$ cat config.mk
export PLATFORM = sky130hd
export DESIGN_NAME = psdws_sequencer
export DESIGN_NICKNAME = d
export VERILOG_FILES = /design/src/hdl/psdws_pkg.sv /design/src/hdl/psdws_stage_timer.sv /design/src/hdl/psdws_sequencer.sv
export SDC_FILE = /design/constraint.sdc
export NUM_CORES = 1
export LEC_CHECK = 0
export BUFFER_PORTS_ARGS = -buffer_cell sky130_fd_sc_hd__buf_2
export CAP_MARGIN = 10
export CORE_MARGIN = 10
export CORE_UTILIZATION = 35
export DETAILED_ROUTE_END_ITERATION = 10
export SYNTH_ARGS = -nofsm -noshare
export SYNTH_HDL_FRONTEND = slang
export SYNTH_SLANG_ARGS = --single-unit
$ cat constraint.sdc
create_clock -name CLOCK -period 4.62 [get_ports CLOCK]
set_input_delay 0.693 -clock CLOCK [delete_from_list [all_inputs] [get_ports CLOCK]]
set_output_delay 0.693 -clock CLOCK [all_outputs]
set_load 0.02 [all_outputs]
$ cat src/hdl/psdws_pkg.sv
// Constants and carrier types for the partial stop and DMA wakeup sequencer.
// Assumes one 10 MHz clock and synchronous active-low reset.
package psdws_pkg;

  localparam int DMA_CHANNELS = 4;

  // Stop selection encodings.
  localparam logic [1:0] SEL_FULL_STOP = 2'h0;
  localparam logic [1:0] SEL_BUS_ALIVE = 2'h1;
  localparam logic [1:0] SEL_FULL_GATE = 2'h2;

  // Interrupt source bit positions.
  localparam int IRQ_ASYNC_SYS = 0;
  localparam int IRQ_SYNC_BUS = 1;

  // Longest time a stage may wait for its acknowledge, in ns.
  localparam int ACK_TIMEOUT_NS = 2000;
  localparam int CLOCK_PERIOD_NS = 100;
  localparam int ACK_TIMEOUT_CYC = ACK_TIMEOUT_NS / CLOCK_PERIOD_NS;
  localparam int TMR_W = 8;

  typedef enum logic [3:0] {
    ST_RUN = 4'h0,
    ST_STOP_MASTERS = 4'h1,
    ST_STOP_SLAVES = 4'h2,
    ST_STOP_POWER = 4'h3,
    ST_LOW_POWER = 4'h4,
    ST_DMA_AWAKE = 4'h5,
    ST_DMA_DRAIN = 4'h6,
    ST_EXIT = 4'h7
  } psdws_state_t;

  // Clock gates and stop requests handed to the rest of the chip.
  typedef struct packed {
    logic core_clk_en;
    logic sys_clk_en;
    logic bus_clk_en;
    logic master_stop;
    logic sys_slave_stop;
    logic bus_slave_stop;
    logic gen_stop;
    logic reg_stop;
  } psdws_ctrl_t;

  localparam psdws_ctrl_t CTRL_RUN = '{1'b1, 1'b1, 1'b1, 1'b0, 1'b0, 1'b0, 1'b0, 1'b0};

endpackage

$ cat src/hdl/psdws_stage_timer.sv
// Bounded wait for one stage acknowledge of the stop entry sequence.
// Assumes start is a one-cycle pulse and ack a level from the addressed parties.
`timescale 1ns/1ps
module psdws_stage_timer
  import psdws_pkg::*;
(
  // Clock and reset.
  input wire logic clk,
  input wire logic rstn,
  // Stage control.
  input wire logic start,
  input wire logic active,
  input wire logic ack,
  // Result.
  output logic done
);

  logic [TMR_W-1:0] cnt_r;
  logic [TMR_W-1:0] cnt_nxt;
  localparam logic [TMR_W-1:0] LIMIT = TMR_W'(ACK_TIMEOUT_CYC);

  // A stage completes on its acknowledge or when the wait runs out.
  assign cnt_nxt = start ? '0 : (active && cnt_r != LIMIT) ? cnt_r + 1'b1 : cnt_r;
  assign done = active && !start && (ack || cnt_r == LIMIT);

  always_ff @(posedge clk)
  begin
    if (!rstn)
      cnt_r <= '0;
    else
      cnt_r <= cnt_nxt;
  end

  stage_bound_a: assert property (@(posedge clk) disable iff (!rstn)
    active && !start && !ack && cnt_r == LIMIT |-> done)
    else $error("Stage wait exceeded its limit");

endmodule // psdws_stage_timer

$ cat src/hdl/psdws_sequencer.sv
// Partial stop and DMA wakeup sequencer of the system mode controller.
// Assumes all requests, acknowledges and interrupts are synchronous to CLOCK.
`timescale 1ns/1ps
module psdws_sequencer
  import psdws_pkg::*;
(
  // Clock and reset.
  input wire logic CLOCK,
  input wire logic RSTN,
  // Mode requests from the core.
  input wire logic STOP_REQ,
  input wire logic VERY_LOW_POWER_RUN,
  input wire logic COMPUTE_OP,
  input wire logic COMPUTE_IRQ_EXIT,
  input wire logic [1:0] STOP_SEL,
  // DMA wakeup.
  input wire logic [DMA_CHANNELS-1:0] DMA_WAKE_EN,
  input wire logic [DMA_CHANNELS-1:0] DMA_REQ_SYNC,
  input wire logic [DMA_CHANNELS-1:0] DMA_REQ_ASYNC,
  input wire logic DMA_BUSY,
  // Interrupts.
  input wire logic [1:0] IRQ,
  // Acknowledges from stopped parties.
  input wire logic MASTER_ACK,
  input wire logic SLAVE_ACK,
  input wire logic POWER_ACK,
  // Clock gates and stop requests.
  output psdws_ctrl_t CTRL,
  // Status.
  output logic LOW_POWER,
  output logic DMA_AWAKE,
  output logic STOP_ABORT,
  output logic CPU_WAKE
);

  psdws_state_t state_r;
  psdws_state_t state_nxt;
  logic [1:0] sel_r;
  logic [1:0] sel_nxt;
  logic compute_r;
  logic compute_nxt;
  logic vlp_r;
  logic vlp_nxt;
  logic abort_r;
  logic abort_nxt;
  logic wake_r;
  logic wake_nxt;
  psdws_ctrl_t ctrl_r;
  psdws_ctrl_t ctrl_nxt;
  logic [DMA_CHANNELS-1:0] dma_any_ch;
  logic dma_wake;
  logic irq_wake;
  logic entering;
  logic stage_start_r;
  logic stage_start_nxt;
  logic stage_ack;
  logic stage_done;
  logic stage_active;
  logic bus_alive;
  logic full_stop;

  assign dma_any_ch = (DMA_REQ_SYNC | DMA_REQ_ASYNC) & DMA_WAKE_EN;
  assign dma_wake = |dma_any_ch;
  assign bus_alive = (sel_r == SEL_BUS_ALIVE);
  assign full_stop = (sel_r == SEL_FULL_STOP);
  // Bus-alive also leaves on a bus-clocked synchronous interrupt; the others
  // only on an asynchronous one.
  assign irq_wake = IRQ[IRQ_ASYNC_SYS] || (bus_alive && IRQ[IRQ_SYNC_BUS]);
  assign entering = (state_r == ST_STOP_MASTERS) || (state_r == ST_STOP_SLAVES) ||
                    (state_r == ST_STOP_POWER);
  assign stage_active = entering;
  assign stage_ack = (state_r == ST_STOP_MASTERS) ? MASTER_ACK :
                     (state_r == ST_STOP_SLAVES) ? SLAVE_ACK : POWER_ACK;
  // The stage timer restarts in the first cycle of every state. Registering the
  // change keeps the timer's done out of the next-state loop.
  assign stage_start_nxt = (state_nxt != state_r);

  psdws_stage_timer u_timer (
    .clk(CLOCK),
    .rstn(RSTN),
    .start(stage_start_r),
    .active(stage_active),
    .ack(stage_ack),
    .done(stage_done)
  );

  // Next state.
  always_comb
  begin
    state_nxt = state_r;
    sel_nxt = sel_r;
    compute_nxt = compute_r;
    vlp_nxt = vlp_r;
    abort_nxt = 1'b0;
    wake_nxt = 1'b0;
    unique case (state_r)
      ST_RUN:
      begin
        if (STOP_REQ || COMPUTE_OP)
        begin
          // The selection is captured here and held until exit.
          sel_nxt = STOP_SEL;
          compute_nxt = COMPUTE_OP && !STOP_REQ;
          vlp_nxt = VERY_LOW_POWER_RUN;
          state_nxt = ST_STOP_MASTERS;
        end
      end
      ST_STOP_MASTERS, ST_STOP_SLAVES, ST_STOP_POWER:
      begin
        if (irq_wake && !compute_r)
          state_nxt = ST_EXIT;
        else if (dma_wake)
        begin
          // Entry is abandoned and resumed after the wakeup drains.
          abort_nxt = 1'b1;
          state_nxt = ST_DMA_AWAKE;
        end
        else if (!STOP_REQ && !COMPUTE_OP)
          state_nxt = ST_EXIT;
        else if (stage_done)
        begin
          // Masters first, then slaves, then power only for full stop.
          if (state_r == ST_STOP_MASTERS)
            state_nxt = ST_STOP_SLAVES;
          else if (state_r == ST_STOP_SLAVES && full_stop && !compute_r)
            state_nxt = ST_STOP_POWER;
          else
            state_nxt = ST_LOW_POWER;
        end
      end
      ST_LOW_POWER:
      begin
        if (irq_wake && !(compute_r && !COMPUTE_IRQ_EXIT))
          state_nxt = ST_EXIT;
        else if (dma_wake)
          state_nxt = ST_DMA_AWAKE;
        else if (compute_r && !COMPUTE_OP)
          state_nxt = ST_EXIT;
      end
      ST_DMA_AWAKE:
      begin
        // An interrupt exits at once; the transfer keeps its clocks.
        if (irq_wake && !(compute_r && !COMPUTE_IRQ_EXIT))
          state_nxt = ST_EXIT;
        else if (!dma_wake)
          state_nxt = ST_DMA_DRAIN;
        // A request that never drops holds the woken state.
      end
      ST_DMA_DRAIN:
      begin
        if (irq_wake && !(compute_r && !COMPUTE_IRQ_EXIT))
          state_nxt = ST_EXIT;
        else if (dma_wake)
          state_nxt = ST_DMA_AWAKE;
        else if (!DMA_BUSY)
          state_nxt = ST_STOP_MASTERS;
      end
      ST_EXIT:
      begin
        wake_nxt = 1'b1;
        state_nxt = ST_RUN;
      end
    endcase
  end

  // Output map per state and held selection.
  always_comb
  begin
    ctrl_nxt = CTRL_RUN;
    unique case (state_nxt)
      ST_RUN, ST_EXIT:
        ctrl_nxt = CTRL_RUN;
      ST_DMA_AWAKE, ST_DMA_DRAIN:
      begin
        // Everything restored except the core clock outside compute.
        ctrl_nxt = CTRL_RUN;
        ctrl_nxt.core_clk_en = compute_nxt;
      end
      ST_STOP_MASTERS:
      begin
        ctrl_nxt.core_clk_en = compute_nxt;
        ctrl_nxt.master_stop = 1'b1;
      end
      ST_STOP_SLAVES, ST_STOP_POWER, ST_LOW_POWER:
      begin
        ctrl_nxt.core_clk_en = compute_nxt;
        ctrl_nxt.master_stop = 1'b1;
        ctrl_nxt.sys_slave_stop = 1'b1;
        // Outside compute, bus-alive keeps bus slaves running on the live bus clock.
        ctrl_nxt.bus_slave_stop = !(sel_nxt == SEL_BUS_ALIVE) || compute_nxt;
        if (state_nxt == ST_STOP_POWER)
        begin
          // Generator and regulator move only once every party has acknowledged or its stage wait has run out.
          ctrl_nxt.gen_stop = 1'b1;
          ctrl_nxt.reg_stop = vlp_nxt;
        end
        if (state_nxt == ST_LOW_POWER && !compute_nxt)
        begin
          ctrl_nxt.core_clk_en = 1'b0;
          ctrl_nxt.sys_clk_en = 1'b0;
          ctrl_nxt.bus_clk_en = (sel_nxt == SEL_BUS_ALIVE);
          // Partial stop leaves generator and regulator in run.
          ctrl_nxt.gen_stop = (sel_nxt == SEL_FULL_STOP);
          ctrl_nxt.reg_stop = (sel_nxt == SEL_FULL_STOP) && vlp_nxt;
        end
      end
      default:
        ctrl_nxt = CTRL_RUN;
    endcase
  end

  always_ff @(posedge CLOCK)
  begin
    if (!RSTN)
    begin
      state_r <= ST_RUN;
      sel_r <= SEL_FULL_STOP;
      compute_r <= 1'b0;
      vlp_r <= 1'b0;
      abort_r <= 1'b0;
      wake_r <= 1'b0;
      stage_start_r <= 1'b0;
      ctrl_r <= CTRL_RUN;
    end
    else
    begin
      state_r <= state_nxt;
      sel_r <= sel_nxt;
      compute_r <= compute_nxt;
      vlp_r <= vlp_nxt;
      abort_r <= abort_nxt;
      wake_r <= wake_nxt;
      stage_start_r <= stage_start_nxt;
      ctrl_r <= ctrl_nxt;
    end
  end

  assign CTRL = ctrl_r;
  assign LOW_POWER = (state_r == ST_LOW_POWER);
  assign DMA_AWAKE = (state_r == ST_DMA_AWAKE) || (state_r == ST_DMA_DRAIN);
  assign STOP_ABORT = abort_r;
  assign CPU_WAKE = wake_r;

  sel_held_a: assert property (@(posedge CLOCK) disable iff (!RSTN)
    state_r != ST_RUN && state_nxt != ST_RUN |-> sel_nxt == sel_r)
    else $error("Stop selection changed before exit");

  bus_alive_clk_a: assert property (@(posedge CLOCK) disable iff (!RSTN)
    LOW_POWER && !compute_r && sel_r == SEL_BUS_ALIVE |->
      CTRL.bus_clk_en && !CTRL.sys_clk_en && !CTRL.core_clk_en && !CTRL.bus_slave_stop)
    else $error("Bus-alive stop gated the wrong clocks");

  full_gate_clk_a: assert property (@(posedge CLOCK) disable iff (!RSTN)
    LOW_POWER && !compute_r && sel_r == SEL_FULL_GATE |->
      !CTRL.bus_clk_en && !CTRL.sys_clk_en && CTRL.master_stop && CTRL.bus_slave_stop)
    else $error("Full-gate stop left a clock or party running");

  partial_power_a: assert property (@(posedge CLOCK) disable iff (!RSTN)
    sel_r != SEL_FULL_STOP && state_r != ST_RUN |-> !CTRL.gen_stop && !CTRL.reg_stop)
    else $error("Partial stop stopped the generator or regulator");

  sync_irq_exit_a: assert property (@(posedge CLOCK) disable iff (!RSTN)
    LOW_POWER && !compute_r && sel_r == SEL_BUS_ALIVE && IRQ[IRQ_SYNC_BUS] |=>
      state_r == ST_EXIT ##1 CPU_WAKE)
    else $error("Bus interrupt did not end bus-alive stop");

  full_gate_sync_a: assert property (@(posedge CLOCK) disable iff (!RSTN)
    LOW_POWER && sel_r == SEL_FULL_GATE && !IRQ[IRQ_ASYNC_SYS] && !dma_wake &&
      !compute_r |=> LOW_POWER)
    else $error("Full-gate stop left without a valid source");

  dma_wake_a: assert property (@(posedge CLOCK) disable iff (!RSTN)
    LOW_POWER && dma_wake && !irq_wake |=> DMA_AWAKE ##1
      (CTRL.sys_clk_en && CTRL.bus_clk_en && !CTRL.master_stop && !CTRL.gen_stop))
    else $error("DMA wakeup did not restore clocks");

  core_off_a: assert property (@(posedge CLOCK) disable iff (!RSTN)
    DMA_AWAKE && $past(DMA_AWAKE) |-> CTRL.core_clk_en == compute_r)
    else $error("Core clock wrong during DMA wakeup");

  held_req_a: assert property (@(posedge CLOCK) disable iff (!RSTN)
    state_r == ST_DMA_AWAKE && dma_wake && !irq_wake |=> state_r == ST_DMA_AWAKE)
    else $error("Held DMA request lost the woken state");

  abort_a: assert property (@(posedge CLOCK) disable iff (!RSTN)
    entering && dma_wake && !(irq_wake && !compute_r) |=> STOP_ABORT && DMA_AWAKE)
    else $error("Entry not aborted by DMA request");

  reentry_a: assert property (@(posedge CLOCK) disable iff (!RSTN)
    state_r == ST_DMA_DRAIN && !dma_wake && !DMA_BUSY && !irq_wake |=>
      state_r == ST_STOP_MASTERS && sel_r == $past(sel_r))
    else $error("Re-entry after DMA wakeup went wrong");

  entry_take_a: assert property (@(posedge CLOCK) disable iff (!RSTN)
    state_r == ST_RUN && STOP_REQ |=> state_r == ST_STOP_MASTERS && CTRL.master_stop)
    else $error("Stop request did not start entry");

  slaves_after_a: assert property (@(posedge CLOCK) disable iff (!RSTN)
    state_r == ST_STOP_MASTERS |->
      !CTRL.sys_slave_stop && !CTRL.bus_slave_stop && !CTRL.gen_stop)
    else $error("Slaves stopped before masters");

  power_last_a: assert property (@(posedge CLOCK) disable iff (!RSTN)
    state_r == ST_STOP_POWER |->
      CTRL.master_stop && CTRL.sys_slave_stop && CTRL.bus_slave_stop && CTRL.gen_stop)
    else $error("Power stage reached before all parties stopped");

  chan_enable_a: assert property (@(posedge CLOCK) disable iff (!RSTN)
    LOW_POWER && !compute_r && IRQ == 2'h0 &&
      ((DMA_REQ_SYNC | DMA_REQ_ASYNC) & DMA_WAKE_EN) == '0 |=> LOW_POWER)
    else $error("Disabled channel woke the device");

  sync_dma_a: assert property (@(posedge CLOCK) disable iff (!RSTN)
    LOW_POWER && |(DMA_REQ_SYNC & DMA_WAKE_EN) && !irq_wake |=> DMA_AWAKE)
    else $error("Synchronous DMA request did not wake");

  compute_core_a: assert property (@(posedge CLOCK) disable iff (!RSTN)
    compute_r && state_r != ST_RUN |-> CTRL.core_clk_en)
    else $error("Core clock stopped during compute");

  irq_dma_exit_a: assert property (@(posedge CLOCK) disable iff (!RSTN)
    DMA_AWAKE && IRQ[IRQ_ASYNC_SYS] && !compute_r |=> state_r == ST_EXIT)
    else $error("Interrupt did not end DMA wakeup");

endmodule // psdws_sequencer

==> summary.md <==
| Metric | Value |
|---|---|
| Status | finished clean |
| Setup Crit Path Kind | register to register |
| Worst Skew | 0.00578 ns |
| Syn Area/Cell | 8.31 um^2 |
| CP arrival | 2.85 ns |
| Postcts setup bufs | 0 |
| CP Max Fanout | 13 |
| Residual DRC | 0 |
| Power density over the cells | 445 nW/um^2 |
| WP depth | 7 |
| First-pass GRT wire length | 6880 um |
| Max Cap Viol | 0 |
| Final Hold Viols | 0 |
| PostCTS Resize Cnt | 0 |
| Post-route ant nets | 0 |
| Crit path from | state_r[0] |
| DRT Pass-1 Iters | 4 |
| Register-to-register setup slack | 1.99 ns |
| Yosys Warn Count | 0 |
| RSZ-0062 raised after global routing | no |
| Main synth FF type | dfxtp_1 |
| Row count | 24 |
| Worst r2r dst | CTRL[2] |
| Internal | 486 uW |
| Setup crit end | CTRL[2] |
| Post-synth net total | 219 |
| Met3 Routed Length | 331 um |
| Final period util | 57.0% |
| Drt wl/cell | 14.9 um |
| Worst R2R Start | state_r[0] |
| Synthesized area | 1590 um^2 |
| Crit path time final | 2.63 ns |
| Leakage power | 0.000737 uW |
| Die Wd | 87.4 um |
| Post-synthesis async set-or-reset flop share | 0% |
| Kind of start point of the critical path | register |
| CP delay by family, top | simple AND/OR/NAND/NOR gates |
| GRT Overall Usage | 10.8% |
| Inserted Diodes | 0 |
| CTS Hold Bufs | 0 |
| Vias | 1547 |
| Slew margin rel. | 58.1% |
| Hold Path Class | register to register |
| Design Area, Final | 1860 um^2 |
| Area delta synth->final | 17.0% |
| WP data required | 4.84 ns |
| Sequential area share after synthesis | 34.0% |
| Core Region | 4380 um^2 |
| Vias in the first global route | 1461 |
| Max stage delay on crit path | 0.66 ns |
| Layout cells sized above 1 | 23.8% |
| Crit-path slowest cell | dfxtp_1 |
| Dominant cells by area after synthesis | dfxtp_1 (34%), a21oi_1 (4.7%), nor2_1 (4.5%) |
| Most frequent cell after synthesis | dfxtp_1 |
| Top cell type's share of synthesized area | 34.0% |
| CP Buf/Inv Count | 0 |
| Met1 WL | 1910 um |
| Placer congestion estimate | 0.887 |
| Hpwl dp | 3270 um |
| I/O pin cnt | 38 |
| Met2 wire length | 1880 um |
| Logic pwr share | 44.7% |
| Clock power share | 16.3% |
| Pins Over Slew Limit | 0 |
| Number of enable flip-flop cells after synthesis | 0 |
| Pin count of the biggest net entering global routing | 16 |
| Final Routed Wirelength | 4160 um |
| Clk Latency, worst-skew pair | 0.27 ns |
| Switching share of power | 41.3% |
| Post-synth top cells | dfxtp_1 (27), nor2_1 (19), a21oi_1 (15), nand2_1 (13), o21ai_0 (12) |
| Initial DRC count | 201 |
| Die Y | 87.4 um |
| Max clock buf depth | 2 |
| Root Driver | clkbuf_8 |
| Critical path endpoint category | register |
| Mapped Cells | 191 |
| Uppermost layer routed | met4 |
| H-Tree Depth | 1 |
| Critical Path, Cell by Cell | nor4b_4, a22oi_2, or3_1, a31oi_2, a32oi_2, nor3_1, o221a_2 |
| Initial antenna violation count | 0 |
| NetSw | 341 uW |
| Seq pwr share | 39.0% |
| Sink Count | 27 |
| CTS buffer count | 3 |
| Clock slew seen by the registers of the worst setup and hold paths | 0.09 ns |
| Final setup violation count | 0 |
| Placed Area | 1810 um^2 |
| Initial core utilization | 36.2% |
| Max Fclk | 380 MHz |
| Worst r2r path cells | 7 |
| IR drop worst, VDD | 0.341 mV |
| Area of the die | 7630 um^2 |
| I/O Buffers | 37 |
| Setup TNS | 0 ns |
| Distinct cells, synth | 57 |
| Via-to-Cell Ratio | 5.54 |
| Final nets | 256 |
| Synth Register Bits | 27 |
| TritonCTS clock tree | yes |
| Fillers | 452 |
| Synth area leader | dfxtp_1 |
| Slew at the pin closest to its max-slew limit | 0.627 ns |
| Congestion Overflow GR | 0 |
==> cell families (layout without fill, tap and decap cells) <==
family          Yosys count  in the layout  synth area share (%)
buf+inv                  15             51                  3.94
compound gates           54             54                  23.6
xor+xnor                  5              5                  2.76
fa+ha+maj                 2              2                  1.58
flops                    27             27                  34.0
simple gates             83             83                  30.8
mux                       5              5                  3.23
==> metal layers <==
layer | vias to the layer above | track usage (%)
met4 | 0 | 1.74
met5 | - | 0
met1 | 699 | 14.0
met3 | 4 | 3.65
li1 | 787 | -
met2 | 57 | 17.2
==> flip-flops by register name (all words and copies together) (netlist names) <==
signal / flops
STOP_ABORT: 1
u_timer.cnt_r: 8
compute_r: 1
state_r: 4
sel_r: 2
stage_start_r: 1
CPU_WAKE: 1
CTRL: 8
vlp_r: 1
==> layout make-up <==
class	instances	area [um^2]	share of cell area (%)
clock buffer	4	45.0	2.42
inverter	10	37.5	2.02
multi-input combinational	149	985	53.0
sequential	27	541	29.1
tap	52	65.1	3.50
timing repair buffer	37	185	9.97
==> power groups by stage <==
| stage | sequential [uW] | clock [uW] | combinational [uW] |
|---|---|---|---|
| 2_1_floorplan | 331 | 0 | 268 |
| 3_3_place_gp | 327 | 0 | 370 |
| 3_5_place_dp | 327 | 0 | 370 |
| 4_1_cts | 322 | 138 | 371 |
| 5_1_grt | 330 | 148 | 413 |
| 6_report | 322 | 135 | 370 |
==> worst register-to-register path: cells and delay by family, from the launching register on <==
| family | cells | cell delay [ns] |
|---|---|---|
| AND/OR/NAND/NOR | 3 | 1.14 |
| AO/OA/AOI/OAI | 4 | 0.77 |
| flip-flops | 1 | 0.66 |
==> cells in the final DEF (no fill, tap or decap), types with 4 or more instances in the layout <==
master     n
buf_2     37
dfxtp_1   27
nor2_1    19
a21oi_1   15
nand2_1   13
o21ai_0   12
inv_1      9
nor3_1     8
nand3_1    7
nand4_1    6
nand2b_1   4
mux2i_1    4
==> how the worst min path moves through the flow <==
stage | slack (ns) | cells past startpoint | end | from
after floorplan | 0.47 | 2 | vlp_r | vlp_r
after global placement | 0.50 | 2 | u_timer.cnt_r[7] | u_timer.cnt_r[7]
after detailed placement | 0.51 | 2 | u_timer.cnt_r[4] | u_timer.cnt_r[4]
after CTS | 0.52 | 2 | u_timer.cnt_r[4] | u_timer.cnt_r[4]
after global routing | 0.56 | 2 | u_timer.cnt_r[4] | u_timer.cnt_r[4]
final | 0.52 | 2 | u_timer.cnt_r[4] | u_timer.cnt_r[4]
==> through the flow <==
stage	worst slack, ns	std cells	power, uW	util [%]	hold WS (ns)
2_1_floorplan	2.06	191	599	-	0.467
3_3_place_gp	1.74	275	697	41.4	0.503
3_5_place_dp	1.73	275	697	41.4	0.506
4_1_cts	1.98	279	831	42.4	0.521
5_1_grt	1.71	279	890	42.4	0.563
6_report	1.99	279	827	42.4	0.520
Note: power is estimated with default switching activity, not from simulation.
